$ cat src/cbs_pkg.sv
// Package of shared constants and types for the command buffer state control.
// Assumes a single 200 MHz clock domain and host strobes on that clock.
package cbs_pkg;

	// ****************************************
	// Clock and timing
	// ****************************************
	localparam int CLOCK_PERIOD_NS = 5;
	// Longest settle time from reset release to Idle, kept under the timeout.
	localparam int INIT_DELAY_NS = 100;
	localparam int INIT_CYCLES = (INIT_DELAY_NS / CLOCK_PERIOD_NS < 1) ? 1 :
		INIT_DELAY_NS / CLOCK_PERIOD_NS;
	localparam int INIT_CW = 8;

	// ****************************************
	// Field values
	// ****************************************
	localparam logic [31:0] FIELD_GO = 32'h0000_0001;
	localparam logic [31:0] FIELD_CLEAR = 32'h0000_0000;
	localparam logic [31:0] START_RESET = 32'h0000_0000;
	localparam logic [31:0] CANCEL_RESET = 32'h0000_0000;
	localparam logic REQUEST_RESET = 1'h0;
	localparam logic IDLE_FLAG_RESET = 1'h0;
	localparam logic FAULT_RESET = 1'h0;

	// ****************************************
	// Buffer geometry
	// ****************************************
	localparam int BUF_DEPTH = 64;
	localparam int BUF_AW = 6;
	localparam int BUF_CW = 7;
	localparam logic [BUF_AW-1:0] BUF_BASE = 6'h00;
	localparam logic [BUF_CW-1:0] COUNT_RESET = 7'h00;

	// ****************************************
	// Interface states
	// ****************************************
	typedef enum logic [2:0] {
		CBS_INIT,
		CBS_IDLE,
		CBS_READY,
		CBS_RECEPTION,
		CBS_EXECUTION,
		CBS_COMPLETION
	} cbs_state_type;

endpackage

$ cat src/cbs_buf_if.sv
// Carrier between the state control and its command/response byte store.
// Assumes both ends run on the same clock; all strobes are one cycle wide.
`timescale 1ns/1ps
interface cbs_buf_if;
	logic wr_en;
	logic [cbs_pkg::BUF_AW-1:0] wr_addr;
	logic [7:0] wr_data;
	logic clear;
	logic rd_en;
	logic [cbs_pkg::BUF_AW-1:0] rd_addr;
	logic [7:0] rd_data;
	logic rd_valid;
	logic [cbs_pkg::BUF_CW-1:0] count;

	modport ctrl (
		output wr_en, wr_addr, wr_data, clear, rd_en, rd_addr,
		input rd_data, rd_valid, count
	);
	modport store (
		input wr_en, wr_addr, wr_data, clear, rd_en, rd_addr,
		output rd_data, rd_valid, count
	);
endinterface

$ cat src/cbs_buffer.sv
// Byte store for commands and responses, with base-restart access order.
// Assumes the control side gates every access by interface state.
`timescale 1ns/1ps
module cbs_buffer (
	// Clock and reset
	input logic clock,
	input logic rstn,
	// Control side
	cbs_buf_if.store bus
);
	logic [7:0] mem [cbs_pkg::BUF_DEPTH];
	logic [cbs_pkg::BUF_AW-1:0] rd_next;
	logic wr_take;
	logic rd_take;

	// Only the base or the next sequential byte is accepted.
	assign wr_take = bus.wr_en && (bus.wr_addr == cbs_pkg::BUF_BASE ||
		({1'b0, bus.wr_addr} == bus.count));
	assign rd_take = bus.rd_en && (bus.rd_addr == cbs_pkg::BUF_BASE ||
		(bus.rd_addr == rd_next && {1'b0, bus.rd_addr} < bus.count));

	always_ff @(posedge clock) begin
		if (wr_take) begin
			mem[bus.wr_addr] <= bus.wr_data;
		end
	end

	// ****************************************
	// Fill level
	// ****************************************
	always_ff @(posedge clock or negedge rstn) begin
		if (!rstn) begin
			bus.count <= cbs_pkg::COUNT_RESET;
		end else if (bus.clear) begin
			bus.count <= cbs_pkg::COUNT_RESET;
		end else if (wr_take && bus.wr_addr == cbs_pkg::BUF_BASE) begin
			bus.count <= cbs_pkg::BUF_CW'(1);
		end else if (wr_take) begin
			bus.count <= bus.count + 1'b1;
		end
	end

	// ****************************************
	// Read port
	// ****************************************
	always_ff @(posedge clock or negedge rstn) begin
		if (!rstn) begin
			rd_next <= cbs_pkg::BUF_BASE;
			bus.rd_data <= 8'h00;
			bus.rd_valid <= 1'b0;
		end else begin
			bus.rd_valid <= rd_take;
			if (rd_take) begin
				bus.rd_data <= mem[bus.rd_addr];
				rd_next <= bus.rd_addr + 1'b1;
			end
		end
	end
endmodule // cbs_buffer

$ cat src/cbs_ctrl.sv
// State control of the command/response buffer interface.
// Assumes host strobes come from logic on the same clock, a locality is
// already held, and command processing reports its end on exec_done.
`timescale 1ns/1ps

// Functional notes
// - Finished command may briefly show with start still set.
// - Behaviour holds only with a fixed, already selected locality.
// - After initialisation enter Idle: idle flag 1, other fields 0.
// - Idle plus ready request goes to Ready, idle flag cleared.
// - Idle plus idle request stays in Idle.
// - Idle ignores start; flags unchanged.
// - Idle ignores cancel; stays in Idle.
// - Idle ignores every buffer read and write.
// - Ready ignores another ready request.
// - Ready plus idle request resets interface to Idle.
// - Buffer write in Ready enters Reception; more writes keep it.
// - Ready with empty buffer ignores start; start reads 0.
// - Ready ignores cancel.
// - Ready ignores buffer reads.
// - Reception plus start goes to Execution with start reading 1.
// - Reception ignores cancel and buffer reads.
// - Reception plus ready request returns to Ready, dropping command.
// - Start is given by writing 0001h; writes of 0 are ignored.
// - End of processing clears start and enters Completion.
// - Base-address write invalidates and replaces earlier contents.
module cbs_ctrl (
	// Clock and reset
	input logic clock,
	input logic rstn,
	// Request field write
	input logic req_wr,
	input logic req_ready_data,
	input logic req_idle_data,
	// Start and cancel field writes
	input logic start_wr,
	input logic [31:0] start_data,
	input logic cancel_wr,
	input logic [31:0] cancel_data,
	// Buffer access
	input logic buf_wr,
	input logic [cbs_pkg::BUF_AW-1:0] buf_wr_addr,
	input logic [7:0] buf_wr_data,
	input logic buf_rd,
	input logic [cbs_pkg::BUF_AW-1:0] buf_rd_addr,
	output logic [7:0] buf_rd_data,
	output logic buf_rd_valid,
	// Command processing
	input logic exec_done,
	output logic exec_start,
	output logic [cbs_pkg::BUF_CW-1:0] cmd_length,
	// Visible fields
	output logic ready_request_bit,
	output logic idle_request_bit,
	output logic idle_flag,
	output logic status_fault_flag,
	output logic [31:0] start_field,
	output logic [31:0] cancel_field,
	output cbs_pkg::cbs_state_type state
);

	// ****************************************
	// Declarations
	// ****************************************
	cbs_pkg::cbs_state_type next_state;
	logic init_done;
	logic start_go;
	logic cancel_go;
	logic enter_exec;
	logic leave_exec;
	logic buf_clear;
	logic buf_wr_ok;
	logic buf_rd_ok;

	cbs_buf_if buf_link ();

	// Only the exact go value counts; any other value, zero included,
	// leaves the field alone.
	function automatic logic is_go(input logic [31:0] value);
		is_go = (value == cbs_pkg::FIELD_GO);
	endfunction

	// ****************************************
	// Sub-blocks
	// ****************************************
	cbs_init_timer u_init (
		.clock(clock),
		.rstn(rstn),
		.done(init_done)
	);

	cbs_buffer u_buffer (
		.clock(clock),
		.rstn(rstn),
		.bus(buf_link)
	);

	// ****************************************
	// Write decoding
	// ****************************************
	// Go value only
	assign start_go = start_wr && is_go(start_data);
	assign cancel_go = cancel_wr && is_go(cancel_data);

	// ****************************************
	// Request bits
	// ****************************************
	// A request is held for one cycle, or until Init ends, so the host can see it, then the
	// state logic consumes it. A new write in the consuming cycle wins.
	// Self clearing requests
	always_ff @(posedge clock or negedge rstn) begin
		if (!rstn) begin
			ready_request_bit <= cbs_pkg::REQUEST_RESET;
		end else if (req_wr && req_ready_data) begin
			ready_request_bit <= 1'b1;
		end else if (state != cbs_pkg::CBS_INIT) begin
			ready_request_bit <= 1'b0;
		end
	end

	always_ff @(posedge clock or negedge rstn) begin
		if (!rstn) begin
			idle_request_bit <= cbs_pkg::REQUEST_RESET;
		end else if (req_wr && req_idle_data) begin
			idle_request_bit <= 1'b1;
		end else if (state != cbs_pkg::CBS_INIT) begin
			idle_request_bit <= 1'b0;
		end
	end

	// ****************************************
	// Next state
	// ****************************************
	// Single locality
	always_comb begin
		next_state = state;
		case (state)
			cbs_pkg::CBS_INIT: begin
				if (init_done) begin
					next_state = cbs_pkg::CBS_IDLE;
				end
			end
			cbs_pkg::CBS_IDLE: begin
				if (ready_request_bit && !idle_request_bit) begin
					next_state = cbs_pkg::CBS_READY;
				end
			end
			cbs_pkg::CBS_READY: begin
				if (idle_request_bit) begin
					next_state = cbs_pkg::CBS_IDLE;
				end else if (buf_wr) begin
					next_state = cbs_pkg::CBS_RECEPTION;
				end
			end
			cbs_pkg::CBS_RECEPTION: begin
				if (idle_request_bit) begin
					next_state = cbs_pkg::CBS_IDLE;
				end else if (ready_request_bit) begin
					next_state = cbs_pkg::CBS_READY;
				end else if (start_go) begin
					next_state = cbs_pkg::CBS_EXECUTION;
				end
			end
			cbs_pkg::CBS_EXECUTION: begin
				if (exec_done) begin
					next_state = cbs_pkg::CBS_COMPLETION;
				end
			end
			cbs_pkg::CBS_COMPLETION: begin
				// The response stays until the host sends the device idle.
				if (idle_request_bit) begin
					next_state = cbs_pkg::CBS_IDLE;
				end
			end
			default: begin
				next_state = cbs_pkg::CBS_INIT;
			end
		endcase
	end

	always_ff @(posedge clock or negedge rstn) begin
		if (!rstn) begin
			state <= cbs_pkg::CBS_INIT;
		end else begin
			state <= next_state;
		end
	end

	assign enter_exec = (state == cbs_pkg::CBS_RECEPTION) &&
		(next_state == cbs_pkg::CBS_EXECUTION);
	assign leave_exec = (state == cbs_pkg::CBS_EXECUTION) && exec_done;

	// ****************************************
	// Status flags
	// ****************************************
	// Idle flag tracks Idle
	always_ff @(posedge clock or negedge rstn) begin
		if (!rstn) begin
			idle_flag <= cbs_pkg::IDLE_FLAG_RESET;
		end else begin
			idle_flag <= (next_state == cbs_pkg::CBS_IDLE);
		end
	end

	// No transition handled here reports a fault; the flag is kept as a
	// register so a later fault source only needs a set term.
	// Fault stays clear
	always_ff @(posedge clock or negedge rstn) begin
		if (!rstn) begin
			status_fault_flag <= cbs_pkg::FAULT_RESET;
		end else begin
			status_fault_flag <= cbs_pkg::FAULT_RESET;
		end
	end

	// ****************************************
	// Start field
	// ****************************************
	always_ff @(posedge clock or negedge rstn) begin
		if (!rstn) begin
			start_field <= cbs_pkg::START_RESET;
		end else if (enter_exec) begin
			start_field <= cbs_pkg::FIELD_GO;
		end else if (leave_exec) begin
			start_field <= cbs_pkg::FIELD_CLEAR;
		end
	end

	always_ff @(posedge clock or negedge rstn) begin
		if (!rstn) begin
			exec_start <= 1'b0;
		end else begin
			exec_start <= enter_exec;
		end
	end

	// ****************************************
	// Cancel field
	// ****************************************
	// Cancel only has meaning during execution; elsewhere it reads 0.
	always_ff @(posedge clock or negedge rstn) begin
		if (!rstn) begin
			cancel_field <= cbs_pkg::CANCEL_RESET;
		end else if (leave_exec) begin
			cancel_field <= cbs_pkg::FIELD_CLEAR;
		end else if (cancel_go && state == cbs_pkg::CBS_EXECUTION) begin
			cancel_field <= cbs_pkg::FIELD_GO;
		end
	end

	// ****************************************
	// Buffer gating
	// ****************************************
	// Entering Idle from any state, or leaving Reception for Ready, drops the contents.
	// Discard partial command
	assign buf_clear = ((state != cbs_pkg::CBS_IDLE) &&
		(next_state == cbs_pkg::CBS_IDLE)) ||
		((state == cbs_pkg::CBS_RECEPTION) &&
		(next_state == cbs_pkg::CBS_READY));

	assign buf_wr_ok = buf_wr && !buf_clear &&
		(next_state == cbs_pkg::CBS_RECEPTION);

	// Reads before completion have no response to return.
	// Ready read dropped
	assign buf_rd_ok = buf_rd && (state == cbs_pkg::CBS_COMPLETION);

	assign buf_link.wr_en = buf_wr_ok;
	assign buf_link.wr_addr = buf_wr_addr;
	assign buf_link.wr_data = buf_wr_data;
	assign buf_link.clear = buf_clear;
	assign buf_link.rd_en = buf_rd_ok;
	assign buf_link.rd_addr = buf_rd_addr;

	assign buf_rd_data = buf_link.rd_data;
	assign buf_rd_valid = buf_link.rd_valid;
	assign cmd_length = buf_link.count;

endmodule // cbs_ctrl

$ cat src/cbs_init_timer.sv
// Settle timer that marks the end of initialisation after reset release.
// Assumes rstn is already synchronised to clock.
`timescale 1ns/1ps
module cbs_init_timer (
	// Clock and reset
	input logic clock,
	input logic rstn,
	// Status
	output logic done
);
	logic [cbs_pkg::INIT_CW-1:0] count;

	always_ff @(posedge clock or negedge rstn) begin
		if (!rstn) begin
			count <= '0;
			done <= 1'b0;
		end else if (!done) begin
			count <= count + 1'b1;
			done <= (count == cbs_pkg::INIT_CW'(cbs_pkg::INIT_CYCLES - 1));
		end
	end
endmodule // cbs_init_timer

$ cat config.mk
export PLATFORM = sky130hd
export DESIGN_NAME = cbs_ctrl
export DESIGN_NICKNAME = d
export VERILOG_FILES = /design/src/cbs_pkg.sv /design/src/cbs_buf_if.sv /design/src/cbs_buffer.sv /design/src/cbs_ctrl.sv /design/src/cbs_init_timer.sv
export SDC_FILE = /design/constraint.sdc
export NUM_CORES = 1
export LEC_CHECK = 0
export BUFFER_PORTS_ARGS = -buffer_cell sky130_fd_sc_hd__clkbuf_2
export CAP_MARGIN = 20
export CORE_MARGIN = 4
export CORE_UTILIZATION = 35
export CTS_CLUSTER_SIZE = 40
export DETAILED_ROUTE_END_ITERATION = 10
export GPL_ROUTABILITY_DRIVEN = 0
export PLACE_DENSITY = 0.49
export SLEW_MARGIN = 10
export SYNTH_ARGS = -nofsm -noshare
export SYNTH_HDL_FRONTEND = slang
export SYNTH_SLANG_ARGS = --single-unit
$ cat constraint.sdc
create_clock -name clock -period 3.45 [get_ports clock]
set_input_delay 0.345 -clock clock [delete_from_list [all_inputs] [get_ports clock]]
set_output_delay 0.345 -clock clock [all_outputs]
set_load 0.005 [all_outputs]
Word level (Yosys, flattened, before mapping)
Memory sizes are Yosys's and may differ from the RTL's. A register that Yosys moved wholly into a read port is not among the register bits.
Index checks and enable logic that the tools add are counted.
{"block": "totals", "reg_bits": 94, "output_inout_bits": 88, "ramBits": 512, "inputBits": 94, "mem_count": 1, "elab_cells": 87}
{"block": "op_classes", "reduce_logical": 32, "n_mux": 23, "n_addsub": 3, "n_lt_le_gt_ge": 1, "eq_ne": 15}
{"memory": "u_buffer.mem", "words": 64, "word_bits": 8, "read_ports": 1, "rd_clocked_by_memory_dff": 1, "write_ports": 1, "line_no": "cbs_buffer.sv:11", "rtl": "logic [7:0] mem [cbs_pkg::BUF_DEPTH];"}
{"op": "2-to-1 mux 32 bit", "count": 4}
{"op": "equality test 32 x 1 -> 1 bit (second input constant)", "count": 2}
{"op": "2-to-1 mux 3 bit", "count": 9}
{"op": "2-to-1 mux 7 bit", "count": 3}
{"op": "case mux 3 bit (6 select lines)", "count": 1}
{"op": "logical AND 1 bit", "count": 17}
{"op": "equality test 3 x 2 -> 1 bit (second input constant)", "count": 4}
{"op": "logical NOT 6 bit", "count": 2}
{"op": "equality test 3 bit (second input constant)", "count": 3}
{"op": "adder 8 x 1 -> 8 bit (second input constant)", "count": 1}
{"op": "equality test 8 x 5 -> 1 bit (second input constant)", "count": 1}
{"op": "nonzero test 2 bit", "count": 4}
{"op": "adder 7 x 1 -> 7 bit (second input constant)", "count": 1}
{"op": "equality test 6 x 7 -> 1 bit", "count": 1}
{"op": "less-than comparator 6 x 7 -> 1 bit", "count": 1}
{"op": "adder 6 x 1 -> 6 bit (second input constant)", "count": 1}
{"op": "equality test 3 x 1 -> 1 bit (second input constant)", "count": 2}
{"op": "equality test 6 bit", "count": 1}
{"op": "2-to-1 mux 1 bit", "count": 6}
{"op": "nonzero test 3 bit", "count": 2}
{"op": "logical NOT 1 bit", "count": 3}
{"op": "logical NOT 3 bit", "count": 1}
{"op": "logical OR 1 bit", "count": 3}
{"op": "inequality test 3 x 1 -> 1 bit (second input constant)", "count": 1}

Logic depth before layout (Yosys ltp)
{"block": "logic_depth", "ltp_word": 16, "mapped_depth": 9, "depth_no_buf": 8}

By module
Synthesis repeated with hierarchy kept, for this count alone.
{"block": "unflattened", "cells_unflattened": 1241, "hier_area_um2": 22673.0}
{"module": "cbs_buffer", "cells_each": 1076, "n_inst": 1, "seq_area_each_um2": 15925.3, "area_per_inst_um2": 21165.3}
{"module": "cbs_ctrl", "cells_each": 135, "n_inst": 1, "seq_area_each_um2": 225.2, "area_per_inst_um2": 1108.6}
{"module": "cbs_init_timer", "cells_each": 30, "n_inst": 1, "seq_area_each_um2": 225.2, "area_per_inst_um2": 399.1}

Worst setup path before layout
No wires, ideal clock.
{"block": "synth_timing", "kind": "in2reg", "startpoint": "input buf_wr_addr[4] (netlist bit)", "endpoint": "memory u_buffer.mem[42][0], enable pin", "arrival_ps": 2682, "n_path_buf": 3, "setup_slack_ps": 397, "required_time_ps": 3080, "cell_stages": 9, "setup_ps": 370, "cell_sequence": "buf_2 > or3_1 > buf_2 > or4_4 > o21ai_2 > nand4_4 > or4b_1 > buf_2 > nor2_1"}
{"block": "synth_via", "elab_chain_cells": 5, "word_cells_on_any_way": 6, "classes_between": "1 x eq/ne; 2 x mux; 3 x reduce/logical"}
{"item": "from (decl)", "line_no": "cbs_ctrl.sv:42", "rtl": "input logic [cbs_pkg::BUF_AW-1:0] buf_wr_addr,"}
{"item": "equality test 6 x 7 -> 1 bit / logical NOT 6 bit (equally long branches)", "line_no": "cbs_buffer.sv:18, cbs_buffer.sv:17"}
{"item": "logical OR 1 bit", "line_no": "cbs_buffer.sv:17", "rtl": "assign wr_take = bus.wr_en && (bus.wr_addr == cbs_pkg::BUF_BASE ||"}
{"item": "logical AND 1 bit", "line_no": "cbs_buffer.sv:17"}
{"item": "2-to-1 mux 1 bit", "line_no": "cbs_buffer.sv:23", "rtl": "if (wr_take) begin"}
{"item": "2-to-1 mux 1 bit (not written as such)", "line_no": "cbs_buffer.sv:24", "rtl": "mem[bus.wr_addr] <= bus.wr_data;"}
{"item": "to (decl)", "line_no": "cbs_buffer.sv:11"}
Several ways; a longest one is shown, not always the timed one.

Worst setup path in the final report
{"block": "layout_timing", "startpoint": "register u_buffer.bus.count[3]", "endpoint": "memory u_buffer.mem[59][3], enable pin"}
{"block": "layout_via", "elab_chain_cells": 5}
{"item": "from (decl)", "line_no": "cbs_buf_if.sv:21", "rtl": "output rd_data, rd_valid, count"}
{"item": "from (signal assigned)", "line_no": "cbs_buffer.sv:33", "rtl": "bus.count <= cbs_pkg::COUNT_RESET;"}
{"item": "from (signal assigned)", "line_no": "cbs_buffer.sv:35", "rtl": "bus.count <= cbs_pkg::COUNT_RESET;"}
{"item": "from (signal assigned)", "line_no": "cbs_buffer.sv:37", "rtl": "bus.count <= cbs_pkg::BUF_CW'(1);"}
{"item": "equality test 6 x 7 -> 1 bit", "line_no": "cbs_buffer.sv:18", "rtl": "({1'b0, bus.wr_addr} == bus.count));"}
{"item": "logical OR 1 bit", "line_no": "cbs_buffer.sv:17"}
{"item": "logical AND 1 bit", "line_no": "cbs_buffer.sv:17"}
{"item": "2-to-1 mux 1 bit", "line_no": "cbs_buffer.sv:23"}
{"item": "2-to-1 mux 1 bit (not written as such)", "line_no": "cbs_buffer.sv:24"}
No other way between the ends.

==> report_table.html <==
<table>
<tr><th>Metric</th><th>Value</th></tr>
<tr><th colspan="2">Synthesis</th></tr>
<tr><td>Post-synthesis cell count</td><td>1,128</td></tr>
<tr><td>Synth area leader</td><td>sky130_fd_sc_hd__edfxtp_1</td></tr>
<tr><td>Largest family of logic cells by synthesized area</td><td>multiplexers</td></tr>
<tr><td>Most used flip-flop cell after synthesis</td><td>sky130_fd_sc_hd__edfxtp_1</td></tr>
<tr><td>FF+latch count, synth</td><td>552</td></tr>
<tr><td>Cell Area, Synth</td><td>22,600 um2</td></tr>
<tr><td>Compound-gate portion of the synthesized area</td><td>1.70%</td></tr>
<tr><td>Synth Area per Inst</td><td>20.0 um2</td></tr>
<tr><td>Portion of the post-synthesis area used by sequential elements</td><td>72.6%</td></tr>
<tr><td>Post-synth EDFFs</td><td>512</td></tr>
<tr><td>Largest cells by area after synthesis</td><td>sky130_fd_sc_hd__edfxtp_1 68%, sky130_fd_sc_hd__mux4_2 16%, sky130_fd_sc_hd__dfrtp_1 4.4%, sky130_fd_sc_hd__buf_4 2.1%, sky130_fd_sc_hd__nor2_1 1.3%</td></tr>
<tr><td>Yosys warnings</td><td>0</td></tr>
<tr><td>Fraction of synthesized area in multiplexers</td><td>16.8%</td></tr>
<tr><td>Share of synthesized flip-flops with an asynchronous set or reset</td><td>7.25%</td></tr>
<tr><td>Yosys top cell area share</td><td>68.1%</td></tr>
<tr><td>Synth Area in XOR/XNOR</td><td>0.970%</td></tr>
<tr><td>Simple-gate area share of the yosys netlist</td><td>3.98%</td></tr>
<tr><td>Post-synthesis adder-cell area fraction</td><td>0.499%</td></tr>
<tr><td>Yosys cell types</td><td>54</td></tr>
<tr><th colspan="2">Clock tree</th></tr>
<tr><td>Clock buffer count from CTS</td><td>58</td></tr>
<tr><td>CTS root buf</td><td>sky130_fd_sc_hd__clkbuf_16</td></tr>
<tr><td>Total number of clock tree sinks</td><td>552</td></tr>
<tr><td>CTS clk-pin slew, worst paths</td><td>60 ps</td></tr>
<tr><td>CTS max path bufs</td><td>3</td></tr>
<tr><td>Clock latency on the worst-skew pair</td><td>620 ps</td></tr>
<tr><td>H-tree level count</td><td>2</td></tr>
<tr><td>Buffers inserted during post-CTS setup optimization</td><td>0</td></tr>
<tr><td>CTS tree</td><td>built</td></tr>
<tr><th colspan="2">Die</th></tr>
<tr><td>Die extent in x</td><td>262 um</td></tr>
<tr><td>Count of pins on the block boundary</td><td>182</td></tr>
<tr><td>Core area</td><td>63,400 um2</td></tr>
<tr><td>Starting density of the core</td><td>35.6%</td></tr>
<tr><td>Num rows</td><td>92</td></tr>
<tr><td>Die area</td><td>68,600 um2</td></tr>
<tr><td>Vert. Die Dim</td><td>262 um</td></tr>
<tr><th colspan="2">STA</th></tr>
<tr><td>Final clock skew</td><td>29.2 ps</td></tr>
<tr><td>Max-slew headroom at the worst pin</td><td>28.1%</td></tr>
<tr><td>Setup Total Neg Slack</td><td>0 ps</td></tr>
<tr><td>Setup-failing EPs final</td><td>0</td></tr>
<tr><td>Setup repair after global routing missed its margin</td><td>true</td></tr>
<tr><td>Post-layout minimum cycle time</td><td>3280 ps</td></tr>
<tr><td>Transition time at the pin with the least slew margin</td><td>1070 ps</td></tr>
<tr><td>Highest clock rate</td><td>305 MHz</td></tr>
<tr><td>Ratio of final minimum period to clock period</td><td>95.1%</td></tr>
<tr><td>Total count of max-transition violations in the final report</td><td>0</td></tr>
<tr><td>Final hold violation count</td><td>0</td></tr>
<tr><th colspan="2">Detailed routing</th></tr>
<tr><td>Number of iterations in the first detailed-routing pass</td><td>5</td></tr>
<tr><td>Drt initial violations</td><td>886</td></tr>
<tr><td>Via-to-Cell Ratio</td><td>5.09</td></tr>
<tr><td># DRC</td><td>0</td></tr>
<tr><td>Detailed Route WL</td><td>57,700 um</td></tr>
<tr><td>DRT antenna net count</td><td>0</td></tr>
<tr><td>Average wire per cell in the routed design</td><td>25.8 um</td></tr>
<tr><td>Total number of vias</td><td>11,400</td></tr>
<tr><th colspan="2">Finish</th></tr>
<tr><td>Layout cell share with drive strength beyond 1</td><td>35.7%</td></tr>
<tr><td>Layout Utilization</td><td>41.8%</td></tr>
<tr><td>Cell area after layout</td><td>26,500 um2</td></tr>
<tr><td>Filler-free cell count of the finished design</td><td>2,240</td></tr>
<tr><td>Area overhead of the layout relative to synthesis</td><td>17.5%</td></tr>
<tr><td>NumNets Final</td><td>1,455</td></tr>
<tr><th colspan="2">Pwr</th></tr>
<tr><td>Maximum vdd ir drop</td><td>0.381 mV</td></tr>
<tr><td>Power density over the cells</td><td>544 nW/um2</td></tr>
<tr><td>Overall Power</td><td>0.0144 W</td></tr>
<tr><td>Standby leakage power</td><td>8.92 nW</td></tr>
<tr><th colspan="2">Min path</th></tr>
<tr><td>Origin of the worst min-delay path</td><td>start_data[4]</td></tr>
<tr><td>Hold Path Class</td><td>input port to flop</td></tr>
<tr><th colspan="2">Critical path</th></tr>
<tr><td>FF-to-FF Start</td><td>u_buffer.bus.count[3]</td></tr>
<tr><td>Chain of cells forming the critical path</td><td>xor2_1 -&gt; or4_1 -&gt; o21ai_2 -&gt; nand4_4 -&gt; buf_4 -&gt; or4b_1 -&gt; buf_4 -&gt; nor2_1</td></tr>
<tr><td>Crit path capture type</td><td>flop</td></tr>
<tr><td>Arrival time at the worst endpoint</td><td>3530 ps</td></tr>
<tr><td>Critical path class</td><td>flop to flop</td></tr>
<tr><td>Worst-path fanout max</td><td>8</td></tr>
<tr><td>CP bufs+invs</td><td>2</td></tr>
<tr><td>Required time reported for the critical path endpoint</td><td>3700 ps</td></tr>
<tr><td>Max incr delay on CP</td><td>560 ps</td></tr>
<tr><td>Cell with the most instances on the worst path</td><td>sky130_fd_sc_hd__buf_4</td></tr>
<tr><td>Kind of launch point of the worst setup path</td><td>flop</td></tr>
<tr><td>Worst path slowest cell</td><td>sky130_fd_sc_hd__nor2_1</td></tr>
<tr><td>Family with the most delay on the worst path</td><td>simple AND/OR/NAND/NOR gates</td></tr>
<tr><td>Launching instance or port of the critical path</td><td>u_buffer.bus.count[3]</td></tr>
<tr><th colspan="2">Global route</th></tr>
<tr><td>Vias in the first global route</td><td>12,000</td></tr>
<tr><td>Global-route usage over all layers</td><td>16.8%</td></tr>
<tr><td>Overflow left after global routing</td><td>0</td></tr>
<tr><td>Maximum number of pins on one net before global-route repair</td><td>43</td></tr>
<tr><td>Antenna violations before repair</td><td>3</td></tr>
<tr><td>Global-route wire length before repair</td><td>83,300 um</td></tr>
<tr><th colspan="2">Flow run</th></tr>
<tr><td>Number of max-cap violations</td><td>0</td></tr>
<tr><th colspan="2">Run status</th></tr>
<tr><td>Outcome</td><td>finished, final reports clean</td></tr>
<tr><th colspan="2">Place</th></tr>
<tr><td># placed instances</td><td>2,132</td></tr>
<tr><td>Number of buffers added on ports</td><td>118</td></tr>
<tr><td>Area after detailed placement</td><td>24,600 um2</td></tr>
<tr><td>Final HPWL DP</td><td>38,200 um</td></tr>
</table>
==> logic make-up (layout without fill, tap and decap cells) <==
logic type,Yosys count,count (layout)
other,1,64
buffers and inverters,139,342
muxes,176,176
adders and majority gates,9,9
xor gates and xnor gates,25,25
AOI/OAI and AO/OA,51,51
DFF,552,552
and+or+nand+nor,175,175
==> cells in the final DEF (no fill, tap or decap), drive strengths merged, types with 9 or more instances in the layout <==
| cell type | count |
|---|---|
| conb | 63 |
| clkinv | 17 |
| nand3 | 9 |
| buf | 107 |
| mux2 | 14 |
| ha | 9 |
| inv | 14 |
| nor2 | 76 |
| a22oi | 14 |
| mux4 | 160 |
| nand2 | 20 |
| edfxtp | 512 |
| clkbuf | 191 |
| xnor2 | 17 |
| nor4 | 14 |
| dfrtp | 40 |
==> final timing paths <==
kind	endpoint	slack, ps	cells past startpoint
worst max register to register	u_buffer.mem[59][3]	170	8
worst max-delay path	u_buffer.mem[59][3]	170	8
min in group asynchronous	u_buffer.rd_next[3]	120	2
max in group asynchronous	start_field[0]	2560	3
worst min-delay path	exec_start	100	4
worst min register to register	start_field[0]	480	1
==> state kept, by name (all words and copies together) (netlist names), 3 cells and up <==
name                  count
u_init.count              8
u_buffer.rd_next          6
u_buffer.bus.count        7
state                     3
u_buffer.mem            512
u_buffer.bus.rd_data      8
==> report_power, final <==
| part | internal [W] | leakage, nW | switching, W | total [W] |
|---|---|---|---|---|
| Combinational | 0.000448 | 2.91 | 0.000576 | 0.00102 |
| Clock | 0.00350 | 0.879 | 0.00254 | 0.00603 |
| Sequential | 0.00733 | 5.13 | 0.0000276 | 0.00736 |
==> synth_stat cells (3+ instances only) <==
cell type / count
sky130_fd_sc_hd__nand2_1: 20
sky130_fd_sc_hd__buf_2: 19
sky130_fd_sc_hd__nand2b_1: 7
sky130_fd_sc_hd__nor4b_1: 5
sky130_fd_sc_hd__nor3_1: 8
sky130_fd_sc_hd__xnor2_1: 17
sky130_fd_sc_hd__a31oi_1: 3
sky130_fd_sc_hd__buf_1: 9
sky130_fd_sc_hd__a31o_2: 3
sky130_fd_sc_hd__clkbuf_1: 34
sky130_fd_sc_hd__nand4_1: 6
sky130_fd_sc_hd__edfxtp_1: 512
sky130_fd_sc_hd__nor2_1: 76
sky130_fd_sc_hd__nand3_1: 9
sky130_fd_sc_hd__mux4_2: 160
sky130_fd_sc_hd__a32o_1: 3
sky130_fd_sc_hd__or3_1: 3
sky130_fd_sc_hd__dfrtp_1: 40
sky130_fd_sc_hd__buf_4: 64
sky130_fd_sc_hd__a21oi_1: 6
sky130_fd_sc_hd__or4_1: 5
sky130_fd_sc_hd__mux2_2: 14
sky130_fd_sc_hd__nand3b_1: 3
sky130_fd_sc_hd__inv_1: 12
sky130_fd_sc_hd__nor2b_1: 5
sky130_fd_sc_hd__a211oi_1: 4
sky130_fd_sc_hd__xor2_1: 8
sky130_fd_sc_hd__nor4_1: 14
sky130_fd_sc_hd__a22oi_1: 14
sky130_fd_sc_hd__a21o_1: 4
sky130_fd_sc_hd__o21ai_0: 3
sky130_fd_sc_hd__ha_1: 9
==> routing by layer <==
metal / global-route usage (%) / up-vias / routed length [um]
met5: 0 / - / 0
met1: 24.0 / 6054 / 25700
met3: 2.65 / 60 / 3340
met2: 27.5 / 368 / 27700
met4: 4.07 / 0 / 966
li1: - / 4926 / -
==> area by class of cell <==
class | count | area (um2)
antenna | 1 | 2.50
timing repair buffer | 229 | 1570
tap | 846 | 1060
clock buffer | 75 | 1540
fill | 5665 | 36900
sequential | 552 | 16400
clock inverter | 26 | 269
multi-input combinational | 499 | 5660
inverter | 12 | 45.0
==> worst min-delay path, cell delays in order <==
cell	delay, ps
sky130_fd_sc_hd__clkbuf_2	80
sky130_fd_sc_hd__nor2_1	30
sky130_fd_sc_hd__nand2_1	90
sky130_fd_sc_hd__nor4_1	90
==> stage by stage <==
stage	hold slack, ps	setup WS [ps]
detailed placement	208	-237
finish	95.3	168
floorplan	49.4	397
global placement	205	-171
global route	107	-33.3
CTS	62.2	18.6
==> what timing repair did <==
item,CTS,global route
resized for setup,4,8
endpoints found under the hold margin,25,0
hold buffers,6,0
endpoints found under the setup margin,29,334
Note: power is estimated with default switching activity, not from simulation.
